--- src/core/sfs_defs.vh ---
// Constants for the safety fault supervisor: register map, fields, codes and timing.
// Assumes a single 250 MHz system clock; included by the supervisor core.
`ifndef SFS_DEFS_VH
`define SFS_DEFS_VH

// ----------------------------------------
// Register offsets (byte addresses)
// ----------------------------------------
`define SFS_REG_CTRL        8'h00
`define SFS_REG_STATUS      8'h04
`define SFS_REG_CODE        8'h08
`define SFS_REG_KICK        8'h0C
`define SFS_REG_CALCHK      8'h10
`define SFS_REG_GAIN        8'h14
`define SFS_REG_ZERO        8'h18
`define SFS_REG_ID          8'h1C

// ----------------------------------------
// Control register fields
// ----------------------------------------
`define SFS_CTRL_OUT_ON     0
`define SFS_CTRL_HV_STATE   1
`define SFS_CTRL_EXT_SEL    2
`define SFS_CTRL_SER_ERR    3
`define SFS_CTRL_DIV_ERR    4
`define SFS_CTRL_CAL_ERR    5
`define SFS_CTRL_FORCE_TRIP 6
`define SFS_CTRL_SAFE_RST   7
`define SFS_CTRL_WIDTH      8
`define SFS_CTRL_RESET      8'h00

// ----------------------------------------
// Status register fields
// ----------------------------------------
`define SFS_ST_TRIP         0
`define SFS_ST_TRIP_DLY     1
`define SFS_ST_OUT_ON       2
`define SFS_ST_PANEL_LOCK   3
`define SFS_ST_EXT_ERR      4
`define SFS_ST_HV_EN        5
`define SFS_ST_LATCH_EN     6
`define SFS_ST_CODE_LSB     8

// ----------------------------------------
// Calibration check fields
// ----------------------------------------
`define SFS_CAL_GAIN_BAD    0
`define SFS_CAL_ZERO_BAD    1
`define SFS_GAIN_UNITY      16'h8000
`define SFS_ZERO_NULL       16'h0000

// ----------------------------------------
// Failure codes
// ----------------------------------------
`define SFS_CODE_NONE       4'h0
`define SFS_CODE_TEMP       4'h1
`define SFS_CODE_HV         4'h2
`define SFS_CODE_SERIAL     4'h3
`define SFS_CODE_DIVIDER    4'h4
`define SFS_CODE_SAFETY     4'h5
`define SFS_CODE_CALMEM     4'h6
`define SFS_CODE_HVSUP      4'h7
`define SFS_CODE_AMPSUP     4'h8
`define SFS_CODE_LOGSUP     4'h9

// ----------------------------------------
// Timing
// ----------------------------------------
`define SFS_CLK_HZ          250000000
`define SFS_WD_MS           18
`define SFS_DELAY_MS        47
`define SFS_TEMP_S          60
`define SFS_LOGSUP_US       100

`endif

--- src/core/sfs_supervisor.v ---
// Safety fault supervisor: fault code mapping, safety watchdog, trip outputs.
// Assumes fault inputs arrive asynchronously from analog detectors and that
// the control CPU drives the register port synchronously on clk_sys.
//
// How it works
// - Over-temperature reports code 1
// - After one minute: output off, code cleared
// - HV status outside HV state gives code 2
// - Codes 2-4: output off, then 5 after a trip with fault cleared
// - Serial transfer error reports code 3
// - Divider latch error reports code 4
// - 18 ms retriggerable timer raises trip
// - Delayed trip follows trip by 47 ms
// - Trip removes 1 kV drive, 400 V supply
// - Trip visible as status bit to CPU
// - Delayed trip disconnects power and sense paths
// - Delayed trip disables serial converter registers
// - Delayed trip tristates control latch outputs
// - Calibration memory fault reports code 6
// - HV supply failure reports code 7
// - Amplifier supply failure reports code 8
// - Logic supply failure: code 9, then 8
// - Logic supply failure disables 400 V supply
// - External lock without reference raises error
// - Code 5 locks panel until safety reset
// - Failing cal constant: unity gain, zero offset
`timescale 1ns/1ps
`include "sfs_defs.vh"

module sfs_supervisor #(
   parameter WD_CYCLES    = (`SFS_CLK_HZ / 1000) * `SFS_WD_MS,
   parameter DELAY_CYCLES = (`SFS_CLK_HZ / 1000) * `SFS_DELAY_MS,
   parameter TEMP_CYCLES  = 64'd1 * `SFS_CLK_HZ * `SFS_TEMP_S,
   parameter LOG_CYCLES   = (`SFS_CLK_HZ / 1000000) * `SFS_LOGSUP_US,
   parameter LATCH_W      = 16,
   // Identity word: the value is arbitrary and names no part
   parameter [31:0] ID_VALUE = 32'h5AFE_0001
) (
   input  wire               clk_sys,
   input  wire               reset_n,
   input  wire [7:0]         addr,
   input  wire [31:0]        wdata,
   input  wire               wr_stb,
   input  wire               rd_stb,
   output reg  [31:0]        rdata,
   input  wire               gated_write_strobe,
   input  wire               over_temperature_flag,
   input  wire               high_voltage_status,
   input  wire               hv_supply_fail,
   input  wire               amp_supply_fail,
   input  wire               logic_supply_fail,
   input  wire               ext_reference_present,
   input  wire [LATCH_W-1:0] latch_data,
   output reg                watchdog_trip,
   output reg                watchdog_trip_delayed,
   output wire               hv_drive_en,
   output wire               hv_supply_en,
   output wire               output_relay_on,
   output wire               converter_reg_en,
   output wire [LATCH_W-1:0] latch_out,
   output wire [LATCH_W-1:0] latch_oe,
   output reg  [3:0]         fail_code,
   output reg                ext_freq_error,
   output wire               panel_inhibit
);

   // ----------------------------------------
   // Input synchronisers
   // ----------------------------------------
   // Agreement filter: a level counts once stages two and three agree; otherwise the last level holds.
   localparam NSYNC = 7;
   wire [NSYNC-1:0] raw_in = {gated_write_strobe, ext_reference_present, logic_supply_fail,
                              amp_supply_fail, hv_supply_fail, high_voltage_status,
                              over_temperature_flag};
   reg  [NSYNC-1:0] sync1;
   reg  [NSYNC-1:0] sync2;
   reg  [NSYNC-1:0] sync3;
   reg  [NSYNC-1:0] filt;

   always @(posedge clk_sys or negedge reset_n) begin
      if (!reset_n) begin
         sync1 <= {NSYNC{1'b0}};
         sync2 <= {NSYNC{1'b0}};
         sync3 <= {NSYNC{1'b0}};
         filt  <= {NSYNC{1'b0}};
      end else begin
         sync1 <= raw_in;
         sync2 <= sync1;
         sync3 <= sync2;
         filt  <= (sync2 & sync3) | (filt & (sync2 | sync3));
      end
   end

   wire s_temp   = filt[0];
   wire s_hv     = filt[1];
   wire s_hvsup  = filt[2];
   wire s_ampsup = filt[3];
   wire s_logsup = filt[4];
   wire s_extref = filt[5];
   wire s_strobe = filt[6];
   reg  strobe_d;

   // ----------------------------------------
   // Register port
   // ----------------------------------------
   reg  [`SFS_CTRL_WIDTH-1:0] ctrl;
   reg  [1:0]                 cal_bad;
   reg  [15:0]                gain_raw;
   reg  [15:0]                zero_raw;
   // Output-off request from the code sequencer; it beats a CPU write
   // of the output bit in the same cycle, so the output stays off while codes 2-4 are held.
   reg                        force_off;
   wire                       wr_ctrl = wr_stb && (addr == `SFS_REG_CTRL);
   wire                       safe_rst = wr_ctrl && wdata[`SFS_CTRL_SAFE_RST];
   wire                       kick = wr_stb && (addr == `SFS_REG_KICK);

   always @(posedge clk_sys or negedge reset_n) begin
      if (!reset_n) begin
         ctrl     <= `SFS_CTRL_RESET;
         cal_bad  <= 2'b00;
         gain_raw <= `SFS_GAIN_UNITY;
         zero_raw <= `SFS_ZERO_NULL;
      end else begin
         if (wr_ctrl)
            ctrl <= wdata[`SFS_CTRL_WIDTH-1:0] & ~(8'h01 << `SFS_CTRL_SAFE_RST);
         if (wr_stb && (addr == `SFS_REG_CALCHK))
            cal_bad <= wdata[1:0];
         if (wr_stb && (addr == `SFS_REG_GAIN))
            gain_raw <= wdata[15:0];
         if (wr_stb && (addr == `SFS_REG_ZERO))
            zero_raw <= wdata[15:0];
         if (force_off)
            ctrl[`SFS_CTRL_OUT_ON] <= 1'b0;
         if (ctrl[`SFS_CTRL_FORCE_TRIP] && watchdog_trip)
            ctrl[`SFS_CTRL_FORCE_TRIP] <= 1'b0;
      end
   end

   // ----------------------------------------
   // Safety watchdog
   // ----------------------------------------
   reg  [31:0] wd_cnt;
   reg  [31:0] dly_cnt;
   wire        retrig = (s_strobe && !strobe_d) || kick;

   always @(posedge clk_sys or negedge reset_n) begin
      if (!reset_n) begin
         strobe_d              <= 1'b0;
         wd_cnt                <= 32'h0000_0000;
         dly_cnt               <= 32'h0000_0000;
         watchdog_trip         <= 1'b0;
         watchdog_trip_delayed <= 1'b0;
      end else begin
         strobe_d <= s_strobe;
         if (watchdog_trip) begin
            if (safe_rst) begin
               watchdog_trip         <= 1'b0;
               watchdog_trip_delayed <= 1'b0;
               wd_cnt                <= 32'h0000_0000;
               dly_cnt               <= 32'h0000_0000;
            end else if (dly_cnt >= DELAY_CYCLES - 1) begin
               watchdog_trip_delayed <= 1'b1;
            end else begin
               dly_cnt <= dly_cnt + 32'h0000_0001;
            end
         end else if (ctrl[`SFS_CTRL_FORCE_TRIP] || wd_cnt >= WD_CYCLES - 1) begin
            watchdog_trip <= 1'b1;
         end else if (retrig) begin
            wd_cnt <= 32'h0000_0000;
         end else begin
            wd_cnt <= wd_cnt + 32'h0000_0001;
         end
      end
   end

   // ----------------------------------------
   // Fault code sequencer
   // ----------------------------------------
   localparam ST_IDLE  = 3'd0;
   localparam ST_TEMP  = 3'd1;
   localparam ST_GRAVE = 3'd2;
   localparam ST_SAFE  = 3'd3;
   localparam ST_LOG   = 3'd4;
   localparam ST_COOL  = 3'd5;

   reg  [2:0]  state;
   reg  [63:0] tmr;
   reg  [3:0]  grave_code;

   // Grave faults outrank supply and memory faults, which outrank temperature.
   always @* begin
      grave_code = `SFS_CODE_NONE;
      if (s_hv && !ctrl[`SFS_CTRL_HV_STATE])
         grave_code = `SFS_CODE_HV;
      else if (ctrl[`SFS_CTRL_SER_ERR])
         grave_code = `SFS_CODE_SERIAL;
      else if (ctrl[`SFS_CTRL_DIV_ERR])
         grave_code = `SFS_CODE_DIVIDER;
   end

   always @(posedge clk_sys or negedge reset_n) begin
      if (!reset_n) begin
         state     <= ST_IDLE;
         tmr       <= 64'h0000_0000_0000_0000;
         force_off <= 1'b0;
         fail_code <= `SFS_CODE_NONE;
      end else begin
         force_off <= 1'b0;
         case (state)
            ST_IDLE: begin
               tmr <= 64'h0000_0000_0000_0000;
               if (grave_code != `SFS_CODE_NONE) begin
                  fail_code <= grave_code;
                  force_off <= 1'b1;
                  state     <= ST_GRAVE;
               end else if (s_logsup) begin
                  fail_code <= `SFS_CODE_LOGSUP;
                  state     <= ST_LOG;
               end else if (s_ampsup) begin
                  fail_code <= `SFS_CODE_AMPSUP;
               end else if (s_hvsup) begin
                  fail_code <= `SFS_CODE_HVSUP;
               end else if (ctrl[`SFS_CTRL_CAL_ERR] || cal_bad != 2'b00) begin
                  fail_code <= `SFS_CODE_CALMEM;
               end else if (s_temp) begin
                  fail_code <= `SFS_CODE_TEMP;
                  state     <= ST_TEMP;
               end else begin
                  fail_code <= `SFS_CODE_NONE;
               end
            end
            ST_TEMP: begin
               if (tmr >= TEMP_CYCLES - 1) begin
                  force_off <= 1'b1;
                  fail_code <= `SFS_CODE_NONE;
                  state     <= ST_COOL;
               end else begin
                  tmr <= tmr + 64'h0000_0000_0000_0001;
               end
            end
            // Code 1 stays cleared until the heat is gone or the CPU asks for
            // output again; going straight to idle would re-raise it next cycle.
            ST_COOL: begin
               if (!s_temp || (wr_ctrl && wdata[`SFS_CTRL_OUT_ON]))
                  state <= ST_IDLE;
            end
            ST_GRAVE: begin
               force_off <= 1'b1;
               if (watchdog_trip && grave_code == `SFS_CODE_NONE) begin
                  fail_code <= `SFS_CODE_SAFETY;
                  state     <= ST_SAFE;
               end
            end
            ST_SAFE: begin
               if (safe_rst) begin
                  fail_code <= `SFS_CODE_NONE;
                  state     <= ST_IDLE;
               end
            end
            // Code 9 is only a flash: code 8 then holds while the supply is down,
            // so the display does not cycle between the two.
            ST_LOG: begin
               if (tmr >= LOG_CYCLES - 1) begin
                  fail_code <= `SFS_CODE_AMPSUP;
                  if (!s_logsup)
                     state <= ST_IDLE;
               end else begin
                  tmr <= tmr + 64'h0000_0000_0000_0001;
               end
            end
            default: begin
               state <= ST_IDLE;
            end
         endcase
      end
   end

   // ----------------------------------------
   // Protective outputs
   // ----------------------------------------
   reg  [LATCH_W-1:0] latch_q;

   always @(posedge clk_sys or negedge reset_n) begin
      if (!reset_n) begin
         latch_q        <= {LATCH_W{1'b0}};
         ext_freq_error <= 1'b0;
      end else begin
         if (!watchdog_trip_delayed)
            latch_q <= latch_data;
         ext_freq_error <= ctrl[`SFS_CTRL_EXT_SEL] && !s_extref;
      end
   end

   assign hv_drive_en      = !watchdog_trip;
   assign hv_supply_en     = !watchdog_trip && !s_logsup;
   assign output_relay_on  = ctrl[`SFS_CTRL_OUT_ON] && !watchdog_trip_delayed;
   assign converter_reg_en = !watchdog_trip_delayed;
   assign latch_out        = latch_q;
   assign latch_oe         = {LATCH_W{!watchdog_trip_delayed}};
   assign panel_inhibit    = (state == ST_SAFE) || (state == ST_GRAVE);

   // Failing constants are replaced, output left on.
   wire [15:0] gain_eff = cal_bad[`SFS_CAL_GAIN_BAD] ? `SFS_GAIN_UNITY : gain_raw;
   wire [15:0] zero_eff = cal_bad[`SFS_CAL_ZERO_BAD] ? `SFS_ZERO_NULL : zero_raw;

   // ----------------------------------------
   // Read data
   // ----------------------------------------
   always @(posedge clk_sys or negedge reset_n) begin
      if (!reset_n) begin
         rdata <= 32'h0000_0000;
      end else if (rd_stb) begin
         case (addr)
            `SFS_REG_CTRL:   rdata <= {24'h00_0000, ctrl};
            `SFS_REG_STATUS: rdata <= {20'h0_0000, fail_code, 1'b0, !watchdog_trip_delayed,
                                       hv_supply_en, ext_freq_error, panel_inhibit,
                                       output_relay_on, watchdog_trip_delayed,
                                       watchdog_trip};
            `SFS_REG_CODE:   rdata <= {28'h000_0000, fail_code};
            `SFS_REG_CALCHK: rdata <= {30'h0000_0000, cal_bad};
            `SFS_REG_GAIN:   rdata <= {16'h0000, gain_eff};
            `SFS_REG_ZERO:   rdata <= {16'h0000, zero_eff};
            `SFS_REG_ID:     rdata <= ID_VALUE;  // Arbitrary value
            default:         rdata <= 32'h0000_0000;
         endcase
      end else begin
         rdata <= 32'h0000_0000;
      end
   end

endmodule

--- config.mk ---
export PLATFORM = sky130hd
export DESIGN_NAME = sfs_supervisor
export DESIGN_NICKNAME = d
export VERILOG_FILES = /design/src/core/sfs_supervisor.v
export VERILOG_INCLUDE_DIRS = /design/src /design/src/core
export SDC_FILE = /design/constraint.sdc
export NUM_CORES = 1
export LEC_CHECK = 0
export BUFFER_PORTS_ARGS = -buffer_cell sky130_fd_sc_hd__buf_2
export CORE_MARGIN = 4
export CORE_UTILIZATION = 50
export DETAILED_ROUTE_END_ITERATION = 8
export PLACE_DENSITY = 0.67
export SLEW_MARGIN = 20
export SYNTH_ARGS = -nofsm -noshare
export SYNTH_HDL_FRONTEND = slang
export SYNTH_SLANG_ARGS = --single-unit
--- constraint.sdc ---
create_clock -name clk_sys -period 4 [get_ports clk_sys]
set_clock_uncertainty 0.1 [all_clocks]
set_input_delay 0.2 -clock clk_sys [delete_from_list [all_inputs] [get_ports clk_sys]]
set_output_delay 0.2 -clock clk_sys [all_outputs]
set_load 0.03 [all_outputs]
Word-level counts from Yosys, hierarchy flattened
Cells that the tools add are included.
{"block": "totals", "reg_bits": 257, "elab_cells": 153}
{"block": "classes", "addsub": 3, "order_cmp": 4, "n_eq_ne": 27, "muxes": 51, "bitwise_logic": 4, "n_reduce_logical": 42}
{"operator": "$mux 32", "n": 7}
{"operator": "$pmux 31 s7", "n": 1}
{"operator": "$pmux 64 s3", "n": 1}
{"operator": "$mux 64", "n": 2}
{"operator": "$add 32x1->32 const B", "n": 2}
{"operator": "$add 64x1->64 const B", "n": 1}
{"operator": "$ge 64x15->1 const B", "n": 1}
{"operator": "$ge 64x34->1 const B", "n": 1}
{"operator": "$mux 3", "n": 17}
{"operator": "$eq 8x5->1 const B", "n": 4}
{"operator": "$ge 32x23->1 const B", "n": 1}
{"operator": "$ge 32x24->1 const B", "n": 1}
{"operator": "$mux 16", "n": 2}
{"operator": "$mux 4", "n": 7}
{"operator": "$ne 2x2->1 const B", "n": 10}
{"operator": "$pmux 4 s5", "n": 1}
{"operator": "$pmux 3 s6", "n": 1}
{"operator": "$eq 8x4->1 const B", "n": 2}
{"operator": "$ne 4x4->1 const B", "n": 4}
{"operator": "$and 7x7->7", "n": 2}
{"operator": "$logic_and 1x1->1", "n": 14}
{"operator": "$or 7x7->7", "n": 2}
{"operator": "$mux 1", "n": 10}
{"operator": "$reduce_and 10->1", "n": 1}
{"operator": "19 further kinds", "n": 36}

Longest topological paths before layout
Gate-level depths: netlist of the first run.
{"block": "logic_depth", "word_depth": 8, "ltp_mapped": 10, "mapped_depth_nobuf": 9}

Worst setup path after synthesis of the first run
No wires, ideal clock.
{"block": "synth_path", "path_type": "flip-flop to flip-flop", "from": "register tmr[12]", "to": "register tmr[33]", "setup_ps": 133, "arrival_ps": 2486, "required_ps": 3767, "path_slack_ps": 1281, "path_stages_with_launch": 8, "n_path_buf": 1, "synth_period_minus_slack_ps": 2719, "cell_sequence": "dfrtp_1 > or4_1 > or4_4 > a41oi_4 > a21oi_2 > buf_2 > a41oi_1 > nor2_1"}
{"block": "synth_between", "elab_chain_cells": 3, "word_cells_on_any_way": 9, "classes_between": "add/sub (1); order compare (2); eq/ne (2); mux (3); reduce/logical (1)"}
{"item": "from (decl)", "line": "sfs_supervisor.v:187", "source": "reg [63:0] tmr;"}
{"item": "from (signal assigned)", "line": "sfs_supervisor.v:238", "source": "tmr <= tmr + 64'h0000_0000_0000_0001;"}
{"item": "from (signal assigned)", "line": "sfs_supervisor.v:268", "source": "tmr <= tmr + 64'h0000_0000_0000_0001;"}
{"item": "$add 64x1->64 (tied with other cells)", "line": "sfs_supervisor.v:238, sfs_supervisor.v:268"}
{"item": "$mux 64 (tied with other cells)", "line": "sfs_supervisor.v:263", "source": "if (tmr >= LOG_CYCLES - 1) begin"}
{"item": "$pmux 64 s3 or $reduce_and 3->1 (tied branches)"}
Several ways; a longest one is shown, not always the timed one. The select of a mux whose other input is x is not followed.
A chain may end at the register's enable or synchronous reset.

Worst setup path after layout of the first run
{"block": "layout_path", "from": "register tmr[24]", "to": "register tmr[28]"}
Same word-level chain as after synthesis.

==> metrics.txt, run 1 <==
# TYPE chip_impl_metric gauge
chip_impl_info{name="outcome",value="finished clean"} 1
chip_impl_metric{name="p_leak",unit="nW"} 6.27
chip_impl_metric{name="max_slew.worst_pin.slew",unit="ns"} 0.878
chip_impl_info{name="hold_class",value="input pin to flip-flop"} 1
chip_impl_metric{name="dp.final_hpwl",unit="microns"} 16700
chip_impl_metric{name="timing.slew.headroom",unit="%"} 40.0
chip_impl_metric{name="cts_htree_levels",unit=""} 1
chip_impl_metric{name="core",unit="sq um"} 21900
chip_impl_info{name="timing.critical_path.from",value="tmr[24]"} 1
chip_impl_metric{name="cts_hold_repair.buffers",unit=""} 42
chip_impl_metric{name="wirelength",unit="microns"} 25600
chip_impl_info{name="crit_type",value="flip-flop to flip-flop"} 1
chip_impl_metric{name="critical_path_peak_fanout",unit=""} 15
chip_impl_metric{name="holdWs",unit="ns"} 0.0342
chip_impl_metric{name="power_density",unit="nW/um^2"} 473
chip_impl_metric{name="tritoncts.num_buffers",unit=""} 27
chip_impl_metric{name="fp.dieArea",unit="sq um"} 24800
chip_impl_metric{name="grt_first_pass_wirelength",unit="microns"} 42200
chip_impl_metric{name="boundaryPins",unit=""} 143
chip_impl_metric{name="io_buffers",unit=""} 121
chip_impl_metric{name="first_global_vias",unit=""} 8294
chip_impl_metric{name="final_net_count",unit=""} 1267
chip_impl_metric{name="timing.final.max_slew_violations",unit=""} 0
chip_impl_metric{name="floorplan.die.width",unit="microns"} 158
chip_impl_info{name="timing.rr.start",value="tmr[24]"} 1
chip_impl_metric{name="initial_utilization",unit="%"} 51.1
chip_impl_info{name="min-delay-start",value="addr[4]"} 1
chip_impl_metric{name="p_clk_share",unit="%"} 43.9
chip_impl_metric{name="vias",unit=""} 8496
chip_impl_metric{name="fillerInstances",unit=""} 1777
chip_impl_metric{name="ys_types",unit=""} 75
chip_impl_metric{name="max_capacitance_violation_total",unit=""} 0
chip_impl_metric{name="synth_enable_flop_cells",unit=""} 0
chip_impl_metric{name="min_period",unit="ns"} 3.24
chip_impl_metric{name="drive_gt1_share",unit="%"} 23.5
chip_impl_metric{name="syn_area",unit="sq um"} 11200
chip_impl_metric{name="clock-sinks",unit=""} 242
chip_impl_metric{name="postSynthCellCount",unit=""} 1062
chip_impl_metric{name="comb_power_share",unit="%"} 13.3
chip_impl_metric{name="power.switching_fraction",unit="%"} 26.0
chip_impl_metric{name="grt_overflow_total",unit=""} 0
chip_impl_metric{name="share_of_total_power_in_sequential_cells",unit="%"} 42.8
chip_impl_metric{name="syn_area_per_cell",unit="sq um"} 10.5
chip_impl_info{name="cts_tree",value="done"} 1
chip_impl_metric{name="final_min_period_over_clock_period",unit="%"} 81.1
chip_impl_metric{name="drt-initial-drc-count",unit=""} 507
chip_impl_metric{name="postCtsSetupBuffers",unit=""} 0
chip_impl_info{name="worst_setup_path_start_kind",value="flip-flop"} 1
chip_impl_metric{name="timing.final.setup_violations",unit=""} 0
chip_impl_metric{name="fmaxAchievable",unit="GHz"} 0.308
chip_impl_metric{name="ys_warn_count",unit=""} 0
chip_impl_metric{name="final.setup.tns",unit="ns"} 0
chip_impl_metric{name="postRouteAntennaNets",unit=""} 0
chip_impl_info{name="clock-root-buffer",value="sky130_fd_sc_hd__clkbuf_16"} 1
chip_impl_metric{name="async_flop_share",unit="%"} 100
chip_impl_metric{name="switching_power",unit="mW"} 1.64
chip_impl_metric{name="grtUsageTotal",unit="%"} 20.4
chip_impl_metric{name="vdd_ir_drop_max",unit="mV"} 0.337
chip_impl_info{name="critical_path.endpoint_type",value="flip-flop"} 1
chip_impl_metric{name="number_of_detailed_route_iterations_in_the_first_pass",unit=""} 5
chip_impl_metric{name="post_drt_via_cell_ratio",unit=""} 5.67
chip_impl_metric{name="path_clk_slew",unit="ns"} 0.06
chip_impl_metric{name="gpl.final_weighted_congestion",unit=""} 0.815
chip_impl_metric{name="grt_antenna_before_repair",unit=""} 1
chip_impl_metric{name="final_design_area_no_fill",unit="sq um"} 13300
chip_impl_metric{name="drt_drc_violations_left",unit=""} 0
chip_impl_metric{name="internal_power",unit="mW"} 4.68
chip_impl_metric{name="sequential_element_share_of_the_synthesized_area",unit="%"} 54.1
chip_impl_info{name="rsz0062_at_grt",value="no"} 1
chip_impl_metric{name="ys_ff_latch",unit=""} 242
chip_impl_metric{name="clock_latency_on_the_worst_skew_pair",unit="ns"} 0.53
chip_impl_metric{name="wl_per_cell",unit="microns"} 17.1
chip_impl_metric{name="post_cts.resized_instances",unit=""} 0
chip_impl_metric{name="cp_data_arrival_time",unit="ns"} 3.55
chip_impl_metric{name="timing.critical_path.required",unit="ns"} 4.31
chip_impl_metric{name="cell_rows",unit=""} 54
chip_impl_metric{name="chipHeight",unit="microns"} 158
chip_impl_metric{name="detailed_place.area",unit="sq um"} 11900
chip_impl_metric{name="largest_net_degree_at_the_start_of_global_routing",unit=""} 105
chip_impl_metric{name="area.growth.synth_to_final",unit="%"} 19.2
chip_impl_metric{name="timing_hold_violations_final",unit=""} 0
chip_impl_info{name="ys.flop_type",value="sky130_fd_sc_hd__dfrtp_1"} 1
chip_impl_metric{name="cts_buffer_depth",unit=""} 3
==> synthesized netlist by cell type, types with 6 or more instances <==
cell                       instances  area (sq um)
sky130_fd_sc_hd__nand4_1          23           144
sky130_fd_sc_hd__or3_1            15          93.8
sky130_fd_sc_hd__and4_1           12           105
sky130_fd_sc_hd__a31oi_1          15          93.8
sky130_fd_sc_hd__clkbuf_1         40           150
sky130_fd_sc_hd__and3_1           25           156
sky130_fd_sc_hd__xnor2_1           9          78.8
sky130_fd_sc_hd__nor2_1           91           342
sky130_fd_sc_hd__a22oi_1           8          60.1
sky130_fd_sc_hd__a222oi_1          6          60.1
sky130_fd_sc_hd__or2_2             6          37.5
sky130_fd_sc_hd__nor3_1           22           110
sky130_fd_sc_hd__a31o_2           19           166
sky130_fd_sc_hd__dfrtp_1         241          6030
sky130_fd_sc_hd__a221oi_1          6          52.6
sky130_fd_sc_hd__maj3_1            7          70.1
sky130_fd_sc_hd__a21oi_1          57           285
sky130_fd_sc_hd__and2_1           19           119
sky130_fd_sc_hd__nand2_1          80           300
sky130_fd_sc_hd__inv_1            25          93.8
sky130_fd_sc_hd__nor4_1           22           138
sky130_fd_sc_hd__o211ai_1          6          45.0
sky130_fd_sc_hd__buf_4            31           233
sky130_fd_sc_hd__nand3_1          22           110
sky130_fd_sc_hd__mux2_2           58           653
sky130_fd_sc_hd__nor2b_1          43           269
sky130_fd_sc_hd__mux2i_1           7          70.1
sky130_fd_sc_hd__o21ai_0          52           260
sky130_fd_sc_hd__a41o_1            6          60.1
==> path summary, 6_finish.rpt <==
check / depth (start not counted) / end / slack [ns]
worst max-delay path: 7 / tmr[28] / 0.76
worst min register to register: 0 / sync2[5] / 0.25
worst max register to register: 7 / tmr[28] / 0.76
worst min-delay path: 3 / rdata[28] / 0.03
max in group asynchronous: 3 / wd_cnt[30] / 2.64
min in group asynchronous: 2 / tmr[40] / 0.20
==> state kept, by name (all words and copies together), names as in the netlist, 16 cells and up <==
| name | count |
|---|---|
| dly_cnt | 32 |
| gain_raw | 16 |
| latch_out | 16 |
| rdata | 17 |
| tmr | 64 |
| wd_cnt | 32 |
| zero_raw | 16 |
==> power by group through the flow <==
stage | registers, mW | clock network, mW | logic [mW]
2_1_floorplan | 2.90 | 0 | 0.348
3_3_place_gp | 2.74 | 0 | 0.797
3_5_place_dp | 2.74 | 0 | 0.809
4_1_cts | 2.70 | 2.83 | 0.843
5_1_grt | 2.72 | 2.94 | 0.913
6_report | 2.71 | 2.77 | 0.838
==> final cells by class <==
type | instances | area (sq um) | share of cell area (%)
inverter | 25 | 93.8 | 0.703
clock inverter | 16 | 265 | 1.99
timing repair buffer | 180 | 1180 | 8.81
clock buffer | 34 | 752 | 5.64
sequential | 242 | 6060 | 45.4
tap | 280 | 350 | 2.63
multi-input combinational | 721 | 4650 | 34.8
antenna | 1 | 2.50 | 0.0188
==> logic make-up after synthesis <==
group	after synthesis	synth area share [%]
simple gates	406	19.2
buf+inv	103	4.59
other cells	1	0.0335
mux	65	6.46
xor+xnor	10	0.783
fa+ha+maj	10	0.961
compound gates	225	13.8
flops	242	54.1
==> critical path, stage by stage (launching register included) <==
cell	delay [ns]
sky130_fd_sc_hd__dfrtp_1	0.41
sky130_fd_sc_hd__nor4_2	0.39
sky130_fd_sc_hd__o21ai_0	0.19
sky130_fd_sc_hd__a311oi_2	0.42
sky130_fd_sc_hd__nand4_2	0.35
sky130_fd_sc_hd__a211oi_4	0.77
sky130_fd_sc_hd__nand4_1	0.18
sky130_fd_sc_hd__mux2_2	0.30
==> layer usage <==
metal	share of wire [%]	GRT usage [%]	vias up
met2	46	32.2	189
met1	47	30.1	4153
li1	-	-	4104
met4	2.4	4.83	2
met5	0.047	0	-
met3	4.5	3.17	48
==> per-stage QoR <==
step	setup slack (ns)	std cells	total power [mW]	utilization (%)
after global placement	0.764	1406	3.53	54.4
after floorplan	1.28	1066	3.25	-
after CTS	0.720	1498	6.38	60.9
final	0.757	1499	6.32	61.0
after detailed placement	0.762	1406	3.55	54.4
after global routing	0.469	1498	6.58	60.9
==> placed cells by master, fill, tap and decap left out, drive strengths merged, types with 7 or more instances in the layout <==
cell type	netlist	routed
dfrtp	241	241
buf	38	138
nor2	91	91
nand2	80	80
a21oi	60	60
mux2	58	58
o21ai	53	53
nor2b	43	43
dlygate4sd3	0	42
clkbuf	40	34
inv	25	27
and3	25	25
nand4	24	24
nor4	23	23
nand3	22	22
nor3	22	22
and2	20	20
a31o	19	19
or3	15	15
a31oi	15	15
and4	12	12
xnor2	9	9
a22oi	8	8
mux2i	7	7
maj3	7	7
bufinv	0	7
Note: power is estimated with default switching activity, not from simulation.
==> run 2: changes to the inputs <==
- PLACE_DENSITY: 0.67 -> 0.7
- clock period: 4 -> 2.65 ns (I/O delays scaled with it)
==> run 2 against run 1 <==
  * Die area did not move
  * Register-to-register slack got worse by 0.79 ns
  * Non-clock buffer count rose by 76
  * First-iteration DRC count rose by 14%
  * Sequential cell count did not move
  * Critical path depth did not move
  * The run now ends with setup timing left
  * Sequential share of layout area fell by 2.4 points
  * Critical path type unchanged
  * Maximum frequency rose by 21%
==> metrics.txt, run 2 (synthesis gave the netlist of run 1 again) <==
# TYPE chip_impl_metric gauge
chip_impl_info{name="cts_tree",value="done"} 1
chip_impl_metric{name="cts_htree_levels",unit=""} 1
chip_impl_metric{name="max_slew.worst_pin.slew",unit="ns"} 0.686
chip_impl_info{name="outcome",value="finished with violations"} 1
chip_impl_metric{name="largest_net_degree_at_the_start_of_global_routing",unit=""} 70
chip_impl_metric{name="final_min_period_over_clock_period",unit="%"} 101
chip_impl_metric{name="cell_rows",unit=""} 54
chip_impl_info{name="critical_path.endpoint_type",value="flip-flop"} 1
chip_impl_metric{name="dp.final_hpwl",unit="microns"} 17300
chip_impl_metric{name="core",unit="sq um"} 21900
chip_impl_info{name="worst_setup_path_start_kind",value="flip-flop"} 1
chip_impl_metric{name="final.setup.tns",unit="ns"} -0.0591
chip_impl_metric{name="max_capacitance_violation_total",unit=""} 0
chip_impl_metric{name="grtUsageTotal",unit="%"} 21.1
chip_impl_metric{name="power_density",unit="nW/um^2"} 635
chip_impl_metric{name="vias",unit=""} 8951
chip_impl_metric{name="boundaryPins",unit=""} 143
chip_impl_metric{name="first_global_vias",unit=""} 8834
chip_impl_metric{name="post-route-worst-setup-slack",unit="ns"} -0.0319
chip_impl_metric{name="drive_gt1_share",unit="%"} 29.6
chip_impl_metric{name="drt-initial-drc-count",unit=""} 577
chip_impl_metric{name="vdd_ir_drop_max",unit="mV"} 0.584
chip_impl_metric{name="tritoncts.num_buffers",unit=""} 26
chip_impl_metric{name="fp.dieArea",unit="sq um"} 24800
chip_impl_metric{name="wirelength",unit="microns"} 26500
chip_impl_metric{name="timing.critical_path.required",unit="ns"} 2.96
chip_impl_metric{name="cts_buffer_depth",unit=""} 3
chip_impl_metric{name="floorplan.die.width",unit="microns"} 158
chip_impl_metric{name="final_design_area_no_fill",unit="sq um"} 14100
chip_impl_info{name="largest-register",value="tmr"} 1
chip_impl_metric{name="detailed_place.area",unit="sq um"} 12500
chip_impl_metric{name="cp_data_arrival_time",unit="ns"} 2.99
chip_impl_metric{name="largest_register_ffs",unit=""} 64
chip_impl_info{name="mostFrequentLayoutCell",value="sky130_fd_sc_hd__dfrtp_1"} 1
chip_impl_metric{name="wl_per_cell",unit="microns"} 16.8
chip_impl_metric{name="drt_drc_violations_left",unit=""} 0
chip_impl_metric{name="chipHeight",unit="microns"} 158
chip_impl_metric{name="initial_utilization",unit="%"} 51.1
chip_impl_metric{name="clock-sinks",unit=""} 242
chip_impl_metric{name="postRouteAntennaNets",unit=""} 0
chip_impl_metric{name="area.growth.synth_to_final",unit="%"} 25.9
chip_impl_metric{name="timing.slew.headroom",unit="%"} 53.9
chip_impl_metric{name="clock_latency_on_the_worst_skew_pair",unit="ns"} 0.54
chip_impl_metric{name="path_clk_slew",unit="ns"} 0.06
chip_impl_metric{name="diodes_inserted",unit=""} 0
chip_impl_metric{name="fmaxAchievable",unit="GHz"} 0.373
chip_impl_info{name="clock-root-buffer",value="sky130_fd_sc_hd__clkbuf_16"} 1
chip_impl_info{name="layout.cells.most_common_list",value="sky130_fd_sc_hd__dfrtp_1 (240), sky130_fd_sc_hd__buf_2 (121), sky130_fd_sc_hd__nor2_1 (90)"} 1
chip_impl_metric{name="p_leak",unit="nW"} 6.71
chip_impl_metric{name="timing.final.max_slew_violations",unit=""} 0
chip_impl_metric{name="post_drt_via_cell_ratio",unit=""} 5.69
chip_impl_info{name="hold_class",value="input pin to flip-flop"} 1
chip_impl_metric{name="critical_path_peak_fanout",unit=""} 6
chip_impl_metric{name="grt_overflow_total",unit=""} 0
chip_impl_metric{name="grt_first_pass_wirelength",unit="microns"} 43800
chip_impl_metric{name="io_buffers",unit=""} 121
chip_impl_info{name="crit_type",value="flip-flop to flip-flop"} 1
chip_impl_metric{name="min_period",unit="ns"} 2.68
chip_impl_info{name="biggestRegsByFlops",value="tmr (64), dly_cnt (32), wd_cnt (32)"} 1
chip_impl_metric{name="final_net_count",unit=""} 1342
chip_impl_metric{name="gpl.final_weighted_congestion",unit=""} 0.868
chip_impl_info{name="failing_checks",value="setup timing"} 1
chip_impl_metric{name="number_of_detailed_route_iterations_in_the_first_pass",unit=""} 5
chip_impl_metric{name="timing.final.setup_violations",unit=""} 4
chip_impl_info{name="rsz0062_at_grt",value="yes"} 1
chip_impl_metric{name="grt_antenna_before_repair",unit=""} 0
chip_impl_metric{name="timing_hold_violations_final",unit=""} 0
chip_impl_metric{name="fillerInstances",unit=""} 1707
## run 2: cell types whose count changed in the layout (fill, tap and decap cells not counted), moves of 4 or more
cell and change:
sky130_fd_sc_hd__nor4_2 +5, sky130_fd_sc_hd__a21oi_1 -4, sky130_fd_sc_hd__bufinv_16 -7, sky130_fd_sc_hd__clkbuf_1 +5
sky130_fd_sc_hd__dlygate4sd3_1 +6, sky130_fd_sc_hd__buf_4 +57, sky130_fd_sc_hd__buf_6 +5, sky130_fd_sc_hd__a2111oi_0 -4
sky130_fd_sc_hd__buf_12 +7, sky130_fd_sc_hd__nor4_1 -8
## run 2: worst max-delay path, stage by stage, from the launching register on
cell and delay [ns]:
sky130_fd_sc_hd__dfrtp_1 0.40, sky130_fd_sc_hd__or4_4 0.55, sky130_fd_sc_hd__or4_4 0.57, sky130_fd_sc_hd__a41oi_4 0.30, sky130_fd_sc_hd__a211oi_4 0.14, sky130_fd_sc_hd__buf_4 0.18
sky130_fd_sc_hd__and4_1 0.17, sky130_fd_sc_hd__o21a_1 0.16
## run 2: layout make-up
cell class,instances,area (sq um),share of cell area [%]
timing repair buffer,256,1870,13.2
sequential,242,6060,43.0
tap,280,350,2.49
inverter,25,93.8,0.666
multi-input combinational,721,4890,34.7
clock buffer,40,773,5.49
clock inverter,8,61.3,0.435
## run 2: power by group
part	switching, mW	internal, mW
sequential	0.161	3.93
clock	1.46	2.01
combinational	0.854	0.527
## run 2: through the flow
step / utilization (%) / total power [mW] / hold slack [ns] / cells / worst slack, ns
final: 64.4 / 8.94 / 0.0335 / 1572 / -0.0319
after global routing: 64.4 / 9.33 / 0.0411 / 1572 / -0.136
after CTS: 63.2 / 9.01 / 0.0172 / 1568 / 0.00835
after detailed placement: 57.0 / 5.46 / 0.0386 / 1471 / -0.113
after global placement: 57.0 / 5.41 / 0.0369 / 1471 / -0.0676
after floorplan: - / 4.91 / -0.263 / 1066 / 0.00235
## run 2: worst paths after layout
check | end | depth (start not counted) | from | slack (ns)
max | tmr[32] | 7 | tmr[11] | -0.03
min | gain_raw[6] | 3 | wr_stb | 0.03
max reg2reg | tmr[32] | 7 | tmr[11] | -0.03
min reg2reg | sync2[6] | 0 | sync1[6] | 0.24
max in group asynchronous | tmr[41] | 3 | reset_n | 1.65
min in group asynchronous | wd_cnt[8] | 2 | reset_n | 0.05
## run 2: routing by layer
layer	global-route usage [%]	part of all wire (%)
met5	0	0
met4	5.24	2.0
met3	3.09	5.5
met2	33.9	46
met1	30.4	46
## run 2: what timing repair did
item,in CTS,in global routing
pin swaps,2,30
gates resized for setup,9,45
hold endpoints to repair,310,0
gates cloned,0,1
hold buffers,48,0
setup buffers,1,4
endpoints found under the setup margin,17,59
